**config.mk**
```make
export PLATFORM = sky130hd
export DESIGN_NAME = qdsc_top
export DESIGN_NICKNAME = d
export VERILOG_FILES = /design/src/logic/qdsc_pkg.sv /design/src/logic/qdsc_top.sv
export SDC_FILE = /design/constraint.sdc
export NUM_CORES = 1
export LEC_CHECK = 0
export BUFFER_PORTS_ARGS = -buffer_cell sky130_fd_sc_hd__clkbuf_2
export CORE_MARGIN = 3
export CORE_UTILIZATION = 40
export CTS_BUF_LIST = sky130_fd_sc_hd__clkbuf_4 sky130_fd_sc_hd__clkbuf_8 sky130_fd_sc_hd__clkbuf_16
export DETAILED_ROUTE_END_ITERATION = 10
export HOLD_SLACK_MARGIN = 0.15
export RECOVER_POWER = 50
export SLEW_MARGIN = 20
export SYNTH_ARGS = -nofsm -noshare
export SYNTH_HDL_FRONTEND = slang
export SYNTH_SLANG_ARGS = --single-unit
```
**constraint.sdc**
```tcl
create_clock -name CORE_CLK_I -period 3.35 [get_ports CORE_CLK_I]
set_input_delay 0.1675 -clock CORE_CLK_I [delete_from_list [all_inputs] [get_ports CORE_CLK_I]]
set_output_delay 0.1675 -clock CORE_CLK_I [all_outputs]
set_load 0.01 [all_outputs]
```
**src/logic/qdsc_pkg.sv**
```systemverilog
// Purpose: Shared constants and types for the quad DAC serial control block
// Assumes: Command word is 4-bit command, 4-bit address, 16-bit data
// Notes:   Only the digital control side of the converter is modelled
package qdsc_pkg;
  localparam int NUM_CH = 4;
  localparam int CODE_W = 16;
  localparam int SPAN_W = 4;
  localparam int CNT_W  = 6;

  // Positions of command, address and data in the last 24 bits shifted
  localparam int CMD_LSB  = 20;
  localparam int ADDR_LSB = 16;
  localparam int WORD_W   = 24;
  localparam int SHIFT_W  = 32;

  // Position of the sleep status bit in a span readback word
  localparam int SLEEP_BIT_POS = 4;

  localparam logic [3:0] CMD_WR_SPAN    = 4'h2;
  localparam logic [3:0] CMD_WR_CODE    = 4'h3;
  localparam logic [3:0] CMD_UPD_N      = 4'h4;
  localparam logic [3:0] CMD_UPD_ALL    = 4'h5;
  localparam logic [3:0] CMD_WS_UPD_N   = 4'h6;
  localparam logic [3:0] CMD_WC_UPD_N   = 4'h7;
  localparam logic [3:0] CMD_WS_UPD_ALL = 4'h8;
  localparam logic [3:0] CMD_WC_UPD_ALL = 4'h9;
  localparam logic [3:0] CMD_RD_B1_SPAN = 4'ha;
  localparam logic [3:0] CMD_RD_B1_CODE = 4'hb;
  localparam logic [3:0] CMD_RD_B2_SPAN = 4'hc;
  localparam logic [3:0] CMD_RD_B2_CODE = 4'hd;
  localparam logic [3:0] CMD_SLEEP      = 4'he;
  localparam logic [3:0] CMD_NOP        = 4'hf;

  localparam logic [3:0] ADDR_A   = 4'h0;
  localparam logic [3:0] ADDR_B   = 4'h2;
  localparam logic [3:0] ADDR_C   = 4'h4;
  localparam logic [3:0] ADDR_D   = 4'h6;
  localparam logic [3:0] ADDR_ALL = 4'hf;

  localparam logic [SPAN_W-1:0] SPAN_RESET = 4'h0;
  localparam logic [CODE_W-1:0] CODE_RESET = 16'h0000;
  localparam logic [NUM_CH-1:0] MASK_ALL   = 4'hf;
  localparam logic [NUM_CH-1:0] MASK_NONE  = 4'h0;

  // Bit counts of a frame and of its command/address header
  localparam logic [CNT_W-1:0] FRAME_LEN_24 = 6'h18;
  localparam logic [CNT_W-1:0] FRAME_LEN_32 = 6'h20;
  localparam logic [CNT_W-1:0] HDR_LEN_24   = 6'h08;
  localparam logic [CNT_W-1:0] HDR_LEN_32   = 6'h10;
  localparam logic [CNT_W-1:0] CNT_MAX      = 6'h3f;

  // Synchroniser lanes
  localparam int SYNC_W   = 7;
  localparam int SY_SCK   = 0;
  localparam int SY_SDI   = 1;
  localparam int SY_CS    = 2;
  localparam int SY_ASYNC_UPDATE_PIN_N  = 3;
  localparam int SY_CLR   = 4;
  localparam int SY_VDD   = 5;
  localparam int SY_F32   = 6;

  typedef enum logic [1:0] {RB_B1_SPAN, RB_B1_CODE, RB_B2_SPAN, RB_B2_CODE} qdsc_rbsel_t;
  typedef enum logic [1:0] {FS_IDLE, FS_SHIFT, FS_ABORT} qdsc_frame_t;
endpackage : qdsc_pkg

```
**src/logic/qdsc_top.sv**
```systemverilog
// Purpose: Serial command decoder, buffers, sleep and readback of a quad DAC
// Assumes: Serial clock, data, strobe and pins are asynchronous and sampled
// Notes:   Readback pin is split into data and enable
// How it works
// - Power-up sets every channel span to code 0000, the 0-5 V range.
// - Power-up clears all holding and active code and span buffers to zero.
// - Clear low zeroes shift register, counter and all active buffers.
// - Clear keeps holding buffers so a later update restores outputs.
// - Clear during a low strobe abandons the frame in progress.
// - Data-loss flag goes low at power-up, clear and logic supply dip.
// - Data-loss flag stays low until a valid update executes.
// - Command 1110 puts the addressed channels to sleep.
// - Pair reference amplifier powers down only when both its channels sleep.
// - Span readback carries the sleep status as the fifth least bit.
// - Frame is command, address, data; 0010 with 1111 writes all spans.
// - Span write to address 0000 changes only channel A holding span.
// - Command 0011 writes the 16-bit field to the holding code buffers.
// - Command 0100 to all channels copies holding into active buffers.
// - A low load-pin pulse with strobe high copies holding into active for all channels.
// - 32-bit frame has eight leading bits before command and address.
// - Write frames shift out the buffer chosen by the previous command.
// - Read commands shift the addressed buffer out in the same frame.
// - Active buffers change only by an update from holding buffers or by a clear.
// - Readback pin floats while strobe high and drives low until data.
// - Any update, load pin included, wakes the addressed channels.
module qdsc_top
  import qdsc_pkg::*;
(
  input  wire logic              CORE_CLK_I,
  input  wire logic              RESET_I,
  input  wire logic              SCK_I,
  input  wire logic              SDI_I,
  input  wire logic              SELECT_LOAD_STROBE_N_I,
  input  wire logic              ASYNC_UPDATE_PIN_N_I,
  input  wire logic              SYSTEM_CLEAR_N_I,
  input  wire logic              VDD_LOW_I,
  input  wire logic              FRAME_32_I,
  output logic                   SERIAL_READBACK_OUT_O,
  output logic                   SERIAL_READBACK_OE_O,
  output logic                   DATA_LOSS_FLAG_N_O,
  output logic [CODE_W-1:0]      ACT_CODE_A_O,
  output logic [CODE_W-1:0]      ACT_CODE_B_O,
  output logic [CODE_W-1:0]      ACT_CODE_C_O,
  output logic [CODE_W-1:0]      ACT_CODE_D_O,
  output logic [SPAN_W-1:0]      ACT_SPAN_A_O,
  output logic [SPAN_W-1:0]      ACT_SPAN_B_O,
  output logic [SPAN_W-1:0]      ACT_SPAN_C_O,
  output logic [SPAN_W-1:0]      ACT_SPAN_D_O,
  output logic [NUM_CH-1:0]      CH_SLEEP_O,
  output logic                   REF_AMP_AB_PD_O,
  output logic                   REF_AMP_CD_PD_O
);

  logic [SYNC_W-1:0]  sync1_reg;
  logic [SYNC_W-1:0]  sync2_reg;
  logic [SYNC_W-1:0]  sync3_reg;
  logic               sck_rise;
  logic               sck_fall;
  logic               cs_fall;
  logic               cs_rise;
  logic               cs_low;
  logic               async_update_pin_n_fall;
  logic               clr_act;
  logic               vdd_low;
  logic               frame32;

  qdsc_frame_t        frame_reg;
  logic [SHIFT_W-1:0] shift_reg;
  logic [SHIFT_W-1:0] shift_next;
  logic [CNT_W-1:0]   cnt_reg;
  logic [CNT_W-1:0]   cnt_next;
  logic [CNT_W-1:0]   frame_len;
  logic [CNT_W-1:0]   hdr_len;

  logic [CODE_W-1:0]  hold_code_reg [NUM_CH];
  logic [SPAN_W-1:0]  hold_span_reg [NUM_CH];
  logic [CODE_W-1:0]  act_code_reg  [NUM_CH];
  logic [SPAN_W-1:0]  act_span_reg  [NUM_CH];
  logic [NUM_CH-1:0]  sleep_reg;
  logic               flag_n_reg;

  logic [3:0]         cmd;
  logic [3:0]         addr;
  logic [CODE_W-1:0]  data;
  logic               addr_ok;
  logic               cmd_ok;
  logic               exec;
  logic [NUM_CH-1:0]  addr_mask;
  logic [NUM_CH-1:0]  wr_span_mask;
  logic [NUM_CH-1:0]  wr_code_mask;
  logic [NUM_CH-1:0]  upd_mask;
  logic [NUM_CH-1:0]  sleep_mask;
  logic               upd_any;
  qdsc_rbsel_t        ptr_sel_next;

  qdsc_rbsel_t        ptr_sel_reg;
  logic [1:0]         ptr_ch_reg;
  logic [CODE_W-1:0]  rb_reg;
  logic               rb_active_reg;
  logic               sro_reg;
  logic               hdr_done;
  logic [3:0]         hdr_cmd;
  logic [3:0]         hdr_addr;
  logic               hdr_is_read;
  qdsc_rbsel_t        rb_sel;
  logic [1:0]         rb_ch;
  logic [CODE_W-1:0]  rb_word;

  // Two-stage synchronisers, third stage for edges; reset to idle pin levels
  genvar gs;
  generate
    for (gs = 0; gs < SYNC_W; gs++) begin : g_sync
      always_ff @(posedge CORE_CLK_I) begin
        if (RESET_I) begin
          sync1_reg[gs] <= (gs == SY_CS) || (gs == SY_ASYNC_UPDATE_PIN_N) || (gs == SY_CLR);
          sync2_reg[gs] <= (gs == SY_CS) || (gs == SY_ASYNC_UPDATE_PIN_N) || (gs == SY_CLR);
          sync3_reg[gs] <= (gs == SY_CS) || (gs == SY_ASYNC_UPDATE_PIN_N) || (gs == SY_CLR);
        end else begin
          sync1_reg[gs] <= (gs == SY_SCK) ? SCK_I :
                           (gs == SY_SDI) ? SDI_I :
                           (gs == SY_CS)  ? SELECT_LOAD_STROBE_N_I :
                           (gs == SY_ASYNC_UPDATE_PIN_N) ? ASYNC_UPDATE_PIN_N_I :
                           (gs == SY_CLR) ? SYSTEM_CLEAR_N_I :
                           (gs == SY_VDD) ? VDD_LOW_I : FRAME_32_I;
          sync2_reg[gs] <= sync1_reg[gs];
          sync3_reg[gs] <= sync2_reg[gs];
        end
      end
    end
  endgenerate

  assign sck_rise  = sync2_reg[SY_SCK] & ~sync3_reg[SY_SCK];
  assign sck_fall  = ~sync2_reg[SY_SCK] & sync3_reg[SY_SCK];
  assign cs_fall   = ~sync2_reg[SY_CS] & sync3_reg[SY_CS];
  assign cs_rise   = sync2_reg[SY_CS] & ~sync3_reg[SY_CS];
  assign cs_low    = ~sync2_reg[SY_CS] & ~sync3_reg[SY_CS];
  assign async_update_pin_n_fall = ~sync2_reg[SY_ASYNC_UPDATE_PIN_N] & sync3_reg[SY_ASYNC_UPDATE_PIN_N] & sync2_reg[SY_CS];
  assign clr_act   = ~sync2_reg[SY_CLR] & ~sync3_reg[SY_CLR];
  assign vdd_low   = sync2_reg[SY_VDD];
  assign frame32   = sync2_reg[SY_F32];

  assign frame_len  = frame32 ? FRAME_LEN_32 : FRAME_LEN_24;
  assign hdr_len    = frame32 ? HDR_LEN_32 : HDR_LEN_24;
  assign shift_next = {shift_reg[SHIFT_W-2:0], sync2_reg[SY_SDI]};
  assign cnt_next   = (cnt_reg == CNT_MAX) ? cnt_reg : cnt_reg + 6'h01;

  // Frame tracking and input shift register
  always_ff @(posedge CORE_CLK_I) begin
    if (RESET_I) begin
      frame_reg <= FS_IDLE;
      shift_reg <= '0;
      cnt_reg   <= '0;
    end else if (clr_act) begin
      frame_reg <= cs_low ? FS_ABORT : FS_IDLE;
      shift_reg <= '0;
      cnt_reg   <= '0;
    end else begin
      case (frame_reg)
        FS_IDLE: begin
          if (cs_fall) begin
            frame_reg <= FS_SHIFT;
            cnt_reg   <= '0;
          end
        end
        FS_SHIFT: begin
          if (cs_rise) begin
            frame_reg <= FS_IDLE;
          end else if (sck_rise) begin
            shift_reg <= shift_next;
            cnt_reg   <= cnt_next;
          end
        end
        FS_ABORT: begin
          if (cs_rise) begin
            frame_reg <= FS_IDLE;
          end
        end
        default: frame_reg <= FS_IDLE;
      endcase
    end
  end

  assign cmd  = shift_reg[CMD_LSB +: 4];
  assign addr = shift_reg[ADDR_LSB +: 4];
  assign data = shift_reg[CODE_W-1:0];

  // Decode of a completed frame at strobe rise
  always_comb begin
    addr_ok      = (addr == ADDR_A) || (addr == ADDR_B) || (addr == ADDR_C) ||
                   (addr == ADDR_D) || (addr == ADDR_ALL);
    addr_mask    = (addr == ADDR_ALL) ? MASK_ALL : (MASK_NONE | (4'h1 << addr[2:1]));
    cmd_ok       = (cmd >= CMD_WR_SPAN);
    exec         = (frame_reg == FS_SHIFT) && cs_rise && !clr_act &&
                   (cnt_reg == frame_len) && addr_ok && cmd_ok;
    wr_span_mask = MASK_NONE;
    wr_code_mask = MASK_NONE;
    upd_mask     = MASK_NONE;
    sleep_mask   = MASK_NONE;
    ptr_sel_next = RB_B2_SPAN;
    case (cmd)
      CMD_WR_SPAN: begin
        wr_span_mask = addr_mask;
        ptr_sel_next = RB_B1_SPAN;
      end
      CMD_WR_CODE: begin
        wr_code_mask = addr_mask;
        ptr_sel_next = RB_B1_CODE;
      end
      CMD_UPD_N: upd_mask = addr_mask;
      CMD_UPD_ALL: begin
        upd_mask     = MASK_ALL;
        ptr_sel_next = RB_B2_CODE;
      end
      CMD_WS_UPD_N: begin
        wr_span_mask = addr_mask;
        upd_mask     = addr_mask;
      end
      CMD_WC_UPD_N: begin
        wr_code_mask = addr_mask;
        upd_mask     = addr_mask;
        ptr_sel_next = RB_B2_CODE;
      end
      CMD_WS_UPD_ALL: begin
        wr_span_mask = addr_mask;
        upd_mask     = MASK_ALL;
      end
      CMD_WC_UPD_ALL: begin
        wr_code_mask = addr_mask;
        upd_mask     = MASK_ALL;
        ptr_sel_next = RB_B2_CODE;
      end
      CMD_RD_B1_SPAN: ptr_sel_next = RB_B1_SPAN;
      CMD_RD_B1_CODE: ptr_sel_next = RB_B1_CODE;
      CMD_RD_B2_SPAN: ptr_sel_next = RB_B2_SPAN;
      CMD_RD_B2_CODE: ptr_sel_next = RB_B2_CODE;
      CMD_SLEEP: sleep_mask = addr_mask;
      CMD_NOP: ptr_sel_next = RB_B2_CODE;
      default: ptr_sel_next = RB_B2_SPAN;
    endcase
    if (!exec) begin
      wr_span_mask = MASK_NONE;
      wr_code_mask = MASK_NONE;
      upd_mask     = MASK_NONE;
      sleep_mask   = MASK_NONE;
    end
    if (async_update_pin_n_fall && !clr_act) begin
      upd_mask = MASK_ALL;
    end
    upd_any = |upd_mask;
  end

  // Per-channel holding, active and sleep state
  genvar gc;
  generate
    for (gc = 0; gc < NUM_CH; gc++) begin : g_ch
      logic [CODE_W-1:0] code_next;
      logic [SPAN_W-1:0] span_next;

      assign code_next = wr_code_mask[gc] ? data : hold_code_reg[gc];
      assign span_next = wr_span_mask[gc] ? data[SPAN_W-1:0] : hold_span_reg[gc];

      // Holding buffers survive a clear
      always_ff @(posedge CORE_CLK_I) begin
        if (RESET_I) begin
          hold_code_reg[gc] <= CODE_RESET;
          hold_span_reg[gc] <= SPAN_RESET;
        end else begin
          hold_code_reg[gc] <= code_next;
          hold_span_reg[gc] <= span_next;
        end
      end

      always_ff @(posedge CORE_CLK_I) begin
        if (RESET_I) begin
          act_code_reg[gc] <= CODE_RESET;
          act_span_reg[gc] <= SPAN_RESET;
        end else if (clr_act) begin
          act_code_reg[gc] <= CODE_RESET;
          act_span_reg[gc] <= SPAN_RESET;
        end else if (upd_mask[gc]) begin
          act_code_reg[gc] <= code_next;
          act_span_reg[gc] <= span_next;
        end
      end

      always_ff @(posedge CORE_CLK_I) begin
        if (RESET_I) begin
          sleep_reg[gc] <= 1'b0;
        end else if (upd_mask[gc]) begin
          sleep_reg[gc] <= 1'b0;
        end else if (sleep_mask[gc]) begin
          sleep_reg[gc] <= 1'b1;
        end
      end
    end
  endgenerate

  // Data-loss flag, assertion has priority over release
  always_ff @(posedge CORE_CLK_I) begin
    if (RESET_I) begin
      flag_n_reg <= 1'b0;
    end else if (clr_act || vdd_low) begin
      flag_n_reg <= 1'b0;
    end else if (upd_any) begin
      flag_n_reg <= 1'b1;
    end
  end

  // Readback pointer for the next frame
  always_ff @(posedge CORE_CLK_I) begin
    if (RESET_I) begin
      ptr_sel_reg <= RB_B1_CODE;
      ptr_ch_reg  <= 2'h0;
    end else if (exec) begin
      ptr_sel_reg <= ptr_sel_next;
      ptr_ch_reg  <= (addr == ADDR_ALL) ? 2'h0 : addr[2:1];
    end
  end

  // Header is complete on the edge that shifts its last address bit
  assign hdr_done    = (frame_reg == FS_SHIFT) && sck_rise && !cs_rise && (cnt_next == hdr_len);
  assign hdr_cmd     = shift_next[7:4];
  assign hdr_addr    = shift_next[3:0];
  assign hdr_is_read = (hdr_cmd >= CMD_RD_B1_SPAN) && (hdr_cmd <= CMD_RD_B2_CODE);

  always_comb begin
    rb_sel = ptr_sel_reg;
    rb_ch  = ptr_ch_reg;
    if (hdr_is_read) begin
      rb_sel = qdsc_rbsel_t'(hdr_cmd[1:0] - CMD_RD_B1_SPAN[1:0]);
      rb_ch  = (hdr_addr == ADDR_ALL) ? 2'h0 : hdr_addr[2:1];
    end
    rb_word = '0;
    case (rb_sel)
      RB_B1_SPAN: begin
        rb_word[SPAN_W-1:0]   = hold_span_reg[rb_ch];
        rb_word[SLEEP_BIT_POS] = sleep_reg[rb_ch];
      end
      RB_B1_CODE: rb_word = hold_code_reg[rb_ch];
      RB_B2_SPAN: begin
        rb_word[SPAN_W-1:0]   = act_span_reg[rb_ch];
        rb_word[SLEEP_BIT_POS] = sleep_reg[rb_ch];
      end
      RB_B2_CODE: rb_word = act_code_reg[rb_ch];
      default: rb_word = '0;
    endcase
  end

  // Readback shifter, new bit presented on each falling serial clock
  always_ff @(posedge CORE_CLK_I) begin
    if (RESET_I) begin
      rb_reg        <= '0;
      rb_active_reg <= 1'b0;
      sro_reg       <= 1'b0;
    end else if (clr_act || frame_reg != FS_SHIFT || cs_fall) begin
      rb_reg        <= '0;
      rb_active_reg <= 1'b0;
      sro_reg       <= 1'b0;
    end else if (hdr_done) begin
      rb_reg        <= rb_word;
      rb_active_reg <= 1'b1;
    end else if (sck_fall && rb_active_reg) begin
      sro_reg <= rb_reg[CODE_W-1];
      rb_reg  <= {rb_reg[CODE_W-2:0], 1'b0};
    end
  end

  assign SERIAL_READBACK_OUT_O = sro_reg;
  assign SERIAL_READBACK_OE_O  = ~sync2_reg[SY_CS];
  assign DATA_LOSS_FLAG_N_O    = flag_n_reg;
  assign ACT_CODE_A_O          = act_code_reg[0];
  assign ACT_CODE_B_O          = act_code_reg[1];
  assign ACT_CODE_C_O          = act_code_reg[2];
  assign ACT_CODE_D_O          = act_code_reg[3];
  assign ACT_SPAN_A_O          = act_span_reg[0];
  assign ACT_SPAN_B_O          = act_span_reg[1];
  assign ACT_SPAN_C_O          = act_span_reg[2];
  assign ACT_SPAN_D_O          = act_span_reg[3];
  assign CH_SLEEP_O            = sleep_reg;
  assign REF_AMP_AB_PD_O       = sleep_reg[0] & sleep_reg[1];
  assign REF_AMP_CD_PD_O       = sleep_reg[2] & sleep_reg[3];

endmodule : qdsc_top

```
After elaboration in Yosys (flattened, before gate mapping)
Memories as Yosys holds them, arrays and structs flattened.
Index checks and enable logic that the tools add are counted.

operators by class
  multiplexer cells = 87
  eq/ne operators = 32
  shifts and indexed selects = 1
  order comparisons = 4
  bitwise gates (word level) = 43
  reductions and logical operators = 45
  add/subtract/negate cells = 2

operators with widths
  operator                                             count
  two-way mux 16 bit                                   18
  two-way mux 4 bit                                    25
  equality test 4 bit, second input constant           9
  two-way mux 6 bit                                    5
  equality test 4 x 3 -> 1 bit, second input constant  6
  bitwise OR 1 bit                                     24
  two-way mux 1 bit                                    23
  one-hot mux 11 bit (2 select lines)                  1
  one-hot mux 5 bit (4 select lines)                   1
  OR reduction 2 bit                                   10
  two-way mux 2 bit                                    8
  equality test 4 x 2 -> 1 bit, second input constant  3
  one-hot mux 6 bit (2 select lines)                   1
  OR reduction 3 bit                                   4
  logical AND 1 bit                                    11
  AND 1 bit                                            10
  NOT 1 bit                                            9
  one-hot mux 4 bit (2 select lines)                   1
  logical OR 1 bit                                     7
  adder 6 x 1 -> 6 bit, second input constant          1
  equality test 2 bit, second input constant           3
  equality test 6 x 5 -> 1 bit                         1
  equality test 6 bit                                  1
  equality test 6 bit, second input constant           1
  other kinds (24)                                     31

word-level totals
  output and inout bits = 89
  memories kept = 4
  register bits after elaboration = 77
  input port bits = 9
  RAM bits = 160

memories
  memory         depth  width  rd ports  clocked after memory_dff  wr ports  line            RTL
  act_code_reg   4      16     5         0                         4         qdsc_top.sv:77  logic [CODE_W-1:0] act_code_reg [NUM_CH];
  hold_code_reg  4      16     5         0                         4         qdsc_top.sv:75  logic [CODE_W-1:0] hold_code_reg [NUM_CH];
  act_span_reg   4      4      5         0                         4         qdsc_top.sv:78  logic [SPAN_W-1:0] act_span_reg [NUM_CH];
  hold_span_reg  4      4      5         0                         4         qdsc_top.sv:76  logic [SPAN_W-1:0] hold_span_reg [NUM_CH];

Depth between registers and ports, before layout
  depth after elaboration = 14
  depth in mapped cells = 12
  gate-level depth less buffers = 8

Worst setup path after synthesis
OpenSTA, ideal clock, no wires.

  path kind = reg-to-reg
  from = register cnt_reg[0]
  to = memory act_code_reg[0][10], data pin
  arrival = 2.226 ns
  clock period less this slack = 2.492 ns
  path slack = 0.858 ns
  path buffers = 4
  setup time = 0.266 ns
  cell stages (with the launch flop) = 13
  cell sequence = dfxtp_1 > clkbuf_1 > inv_1 > ha_1 > nand3_1 > a2111oi_2 > nand3_1 > buf_6 > or3_1 > buf_6 > buf_12 > mux2i_1 > nor2_1

RTL lines
  item                    line             RTL
  from (decl)             qdsc_top.sv:70   logic [CNT_W-1:0] cnt_reg;
  from (signal assigned)  qdsc_top.sv:170  cnt_reg <= cnt_next;
  to (decl)               qdsc_top.sv:77

==> impl_metrics.json <==
{
  "insertion_delay_ps": 530,
  "p_leak_nw": 4.48,
  "synth_top_area_share_pct": 29.8,
  "path_clk_slew_ps": 60,
  "multiInputGateArea_sq_um": 4530,
  "start_util_pct": 41.3,
  "overflow": 0,
  "synth-compound-area-share_pct": 8.13,
  "grtUsageMet1_pct": 29.0,
  "min_period_ps": 3000,
  "whs_endpoint": "sync1_reg[3]$_SDFF_PP1_",
  "grt_setup_unrepaired": "false",
  "yosys.area_share.adder_pct": 0.474,
  "use_met2_pct": 35.3,
  "route.detailed.drc": 0,
  "finClkSkew_ps": 13.9,
  "crit_path_end_kind": "register",
  "routabilityCongestion": 0.845,
  "grt_use_met3_pct": 2.64,
  "avgViaCountPerCell": 5.57,
  "rrSetupSlack_ps": 350,
  "drtPass1Iterations": 5,
  "placement.io_buffers": 97,
  "synth_seq_cells": 237,
  "stdcell_count": 1440,
  "antenna_found_initial": 0,
  "yosys.area.top_type": "dfxtp_1",
  "grtUsageTotal_pct": 20.9,
  "num_rows": 58,
  "syn_inst": 1005,
  "finish.utilization_pct": 47.3,
  "synth_async_sr_flop_share_pct": 0,
  "synth.distinct_cells": 65,
  "die-area_sq_um": 28400,
  "synth_area_per_cell_sq_um": 10.5,
  "synth_nets": 1018,
  "r2r-start": "cnt_reg[0]$_SDFFE_PP0P_",
  "powerDensity_nw_per_um2": 520,
  "grt_max_degree": 61,
  "routedWlPerCell_um": 21.0,
  "busiest_layer": "met2",
  "worst_pin_slew_ps": 1420,
  "crit_buf_inv": 2,
  "maxSlewHeadroom_pct": 5.04,
  "setup_viol": 0,
  "num_vias": 8019,
  "cpMaxStageDelayCell": "clkbuf_2",
  "fin_nets": 1103,
  "period_share_pct": 89.5,
  "ff2ff_path_depth": 8,
  "cp_slowest_stage_delay_ps": 640,
  "final_max_slew_viol_count": 0,
  "grt_pass1_vias": 7833,
  "grt_pass1_wl_mm": 46.5,
  "diodes": 0,
  "cp-start-kind": "register",
  "outcome": "completed",
  "detail-route-antenna-nets": 0,
  "die_w_um": 168,
  "synth_edf_count": 80,
  "syn2layout_area_growth_pct": 14.3,
  "min_path_type": "input port to register",
  "clock.fmax_ghz": 0.333,
  "seqCellArea_sq_um": 5550,
  "fillerInstances": 2469,
  "holdPathStages": 3,
  "cp_top_family": "buffers and inverters",
  "ctsHtreeMaxLevel": 1,
  "crit_fanout": 20,
  "synth-xor-area-share_pct": 0.344,
  "post_cts_resized": 0,
  "drv_cap": 0,
  "ys_seq_area_share_pct": 52.5,
  "yosys.area_share.simple_pct": 17.3,
  "yosys-top-cells-area": "dfxtp_1 30%, edfxtp_1 23%, mux2i_1 9.3%",
  "hp-start": "ASYNC_UPDATE_PIN_N_I",
  "core_area_sq_um": 25500,
  "dp_cells": 1384,
  "hpwl_mm": 19.9,
  "peakVddDrop_v": 0.000447,
  "fin_tns_setup_ps": 0,
  "clock-root-buffer": "clkbuf_16",
  "drt_wl_total_mm": 30.3,
  "path_class": "register to register",
  "netlist_area_sq_um": 10600,
  "fp.dieH_um": 168,
  "drive_gt1_share_pct": 12.7,
  "drt-initial-drc-count": 639,
  "yosys_warnings": 0,
  "tritoncts": "yes",
  "io_pins": 98,
  "synthMuxAreaShare_pct": 16.8,
  "cp.required_ps": 3500,
  "clkSinkCount": 237,
  "cp_data_arrival_time_ps": 3150,
  "cts_made_buffers": 26,
  "cts.path.max_buffers": 3,
  "final_hold_viol_count": 0,
  "ys.flop_type": "dfxtp_1",
  "r2r_end": "act_code_reg[0][2]$_SDFFCE_PN0P_",
  "synth_top_family_by_area": "simple AND/OR/NAND/NOR gates",
  "cp_cell_sequence": "inv_1, ha_1, nand3_1, a2111oi_0, and3_1, a21oi_1, nand2_1, clkbuf_2"
}
[power by group]
group	switching [mW]	leakage (nW)	internal, mW
clock	1.13	0.453	1.85
sequential	0.0493	2.11	3.03
combinational	0.159	1.92	0.0593
[cell type report]
type                       instances  share of cell area, %
timing repair buffer             134                   5.39
inverter                          10                  0.311
multi-input combinational        681                   37.5
clock inverter                     8                  0.953
clock buffer                      40                   6.51
sequential                       237                   45.9
tap                              330                   3.42
[worst min-delay path, stage by stage]
cell           delay [ps]
dlygate4sd3_1         520
clkbuf_2               90
or2_2                  80
[how the worst max path moves through the flow]
stage / endpoint / start / depth (start not counted)
2_1_floorplan: act_code_reg[0][10]$_SDFFCE_PN0P_ / cnt_reg[0]$_SDFFE_PP0P_ / 12
3_3_place_gp: rb_reg[12]$_SDFFE_PP0P_ / shift_reg[5]$_SDFFE_PP0P_ / 7
3_5_place_dp: rb_reg[12]$_SDFFE_PP0P_ / shift_reg[5]$_SDFFE_PP0P_ / 7
4_1_cts: rb_reg[12]$_SDFFE_PP0P_ / shift_reg[5]$_SDFFE_PP0P_ / 7
5_1_grt: act_code_reg[0][12]$_SDFFCE_PN0P_ / cnt_reg[0]$_SDFFE_PP0P_ / 8
6_report: act_code_reg[0][2]$_SDFFCE_PN0P_ / cnt_reg[0]$_SDFFE_PP0P_ / 8
[cell usage in the layout (no fill, tap or decap), drive strengths merged, types with 3 or more instances in the layout]
cell,n
dfxtp,157
mux4,33
or4,5
nand2b,5
o22ai,13
o21ai,23
and2,9
edfxtp,80
buf,22
nand3,15
and3,9
nand4,7
dlygate4sd3,8
a211oi,11
ha,4
mux2i,99
nor3b,6
a2111oi,9
a22oi,3
inv,11
bufinv,3
nor2b,13
clkinv,4
mux2,3
nand2,104
nor3,8
a31oi,5
clkbuf,144
nor2,196
or2,14
a311oi,3
a21oi,56
[layer usage]
metal  part of all wire [%]  up-vias
met5                      0        -
met4                    2.0        0
met3                    5.5       43
met2                     48      251
met1                     44     3997
li1                       -     3728
[kinds of logic (layout without fill, tap and decap cells)]
family	after synthesis	in the layout
buffers and inverters	87	192
xor gates and xnor gates	2	2
and+or+nand+nor	404	404
adders and majority gates	4	4
AOI/OAI and AO/OA	136	136
DFF	237	237
muxes	135	135
[through the flow]
| stage | worst slack, ps | area [sq um] | power (mW) | hold slack (ps) |
|---|---|---|---|---|
| detailed placement | 396 | 11200 | 3.37 | 358 |
| CTS | 392 | 12200 | 6.34 | 356 |
| global route | 115 | 12100 | 6.45 | 381 |
| global placement | 404 | 11200 | 3.37 | 355 |
| finish | 351 | 12100 | 6.27 | 375 |
| floorplan | 858 | 10600 | 3.23 | 271 |
[what timing repair did]
item / 4_1_cts / 5_1_grt
hold buffers: 8 / 0
hold endpoints to repair: 8 / 0
setup buffers: 0 / 0
[cell usage after synthesis (3+ instances only)]
cell type / number
clkbuf_1: 53
o21ai_0: 20
a21oi_1: 56
and2_1: 6
buf_2: 10
and3_1: 8
nand2b_1: 5
dfxtp_1: 157
a211oi_1: 11
nor2b_1: 13
inv_1: 10
a2111oi_0: 7
or4_1: 5
mux2i_1: 98
buf_12: 5
or2_2: 14
mux4_2: 33
nor3_1: 6
o22ai_1: 13
mux2_2: 3
edfxtp_1: 80
nand3_1: 15
a311oi_1: 3
nor2_1: 196
a31oi_1: 5
ha_1: 4
nand2_1: 104
buf_6: 7
a22oi_1: 3
nor3b_1: 6
nand4_1: 6
Power figures use the tool's default switching activity.
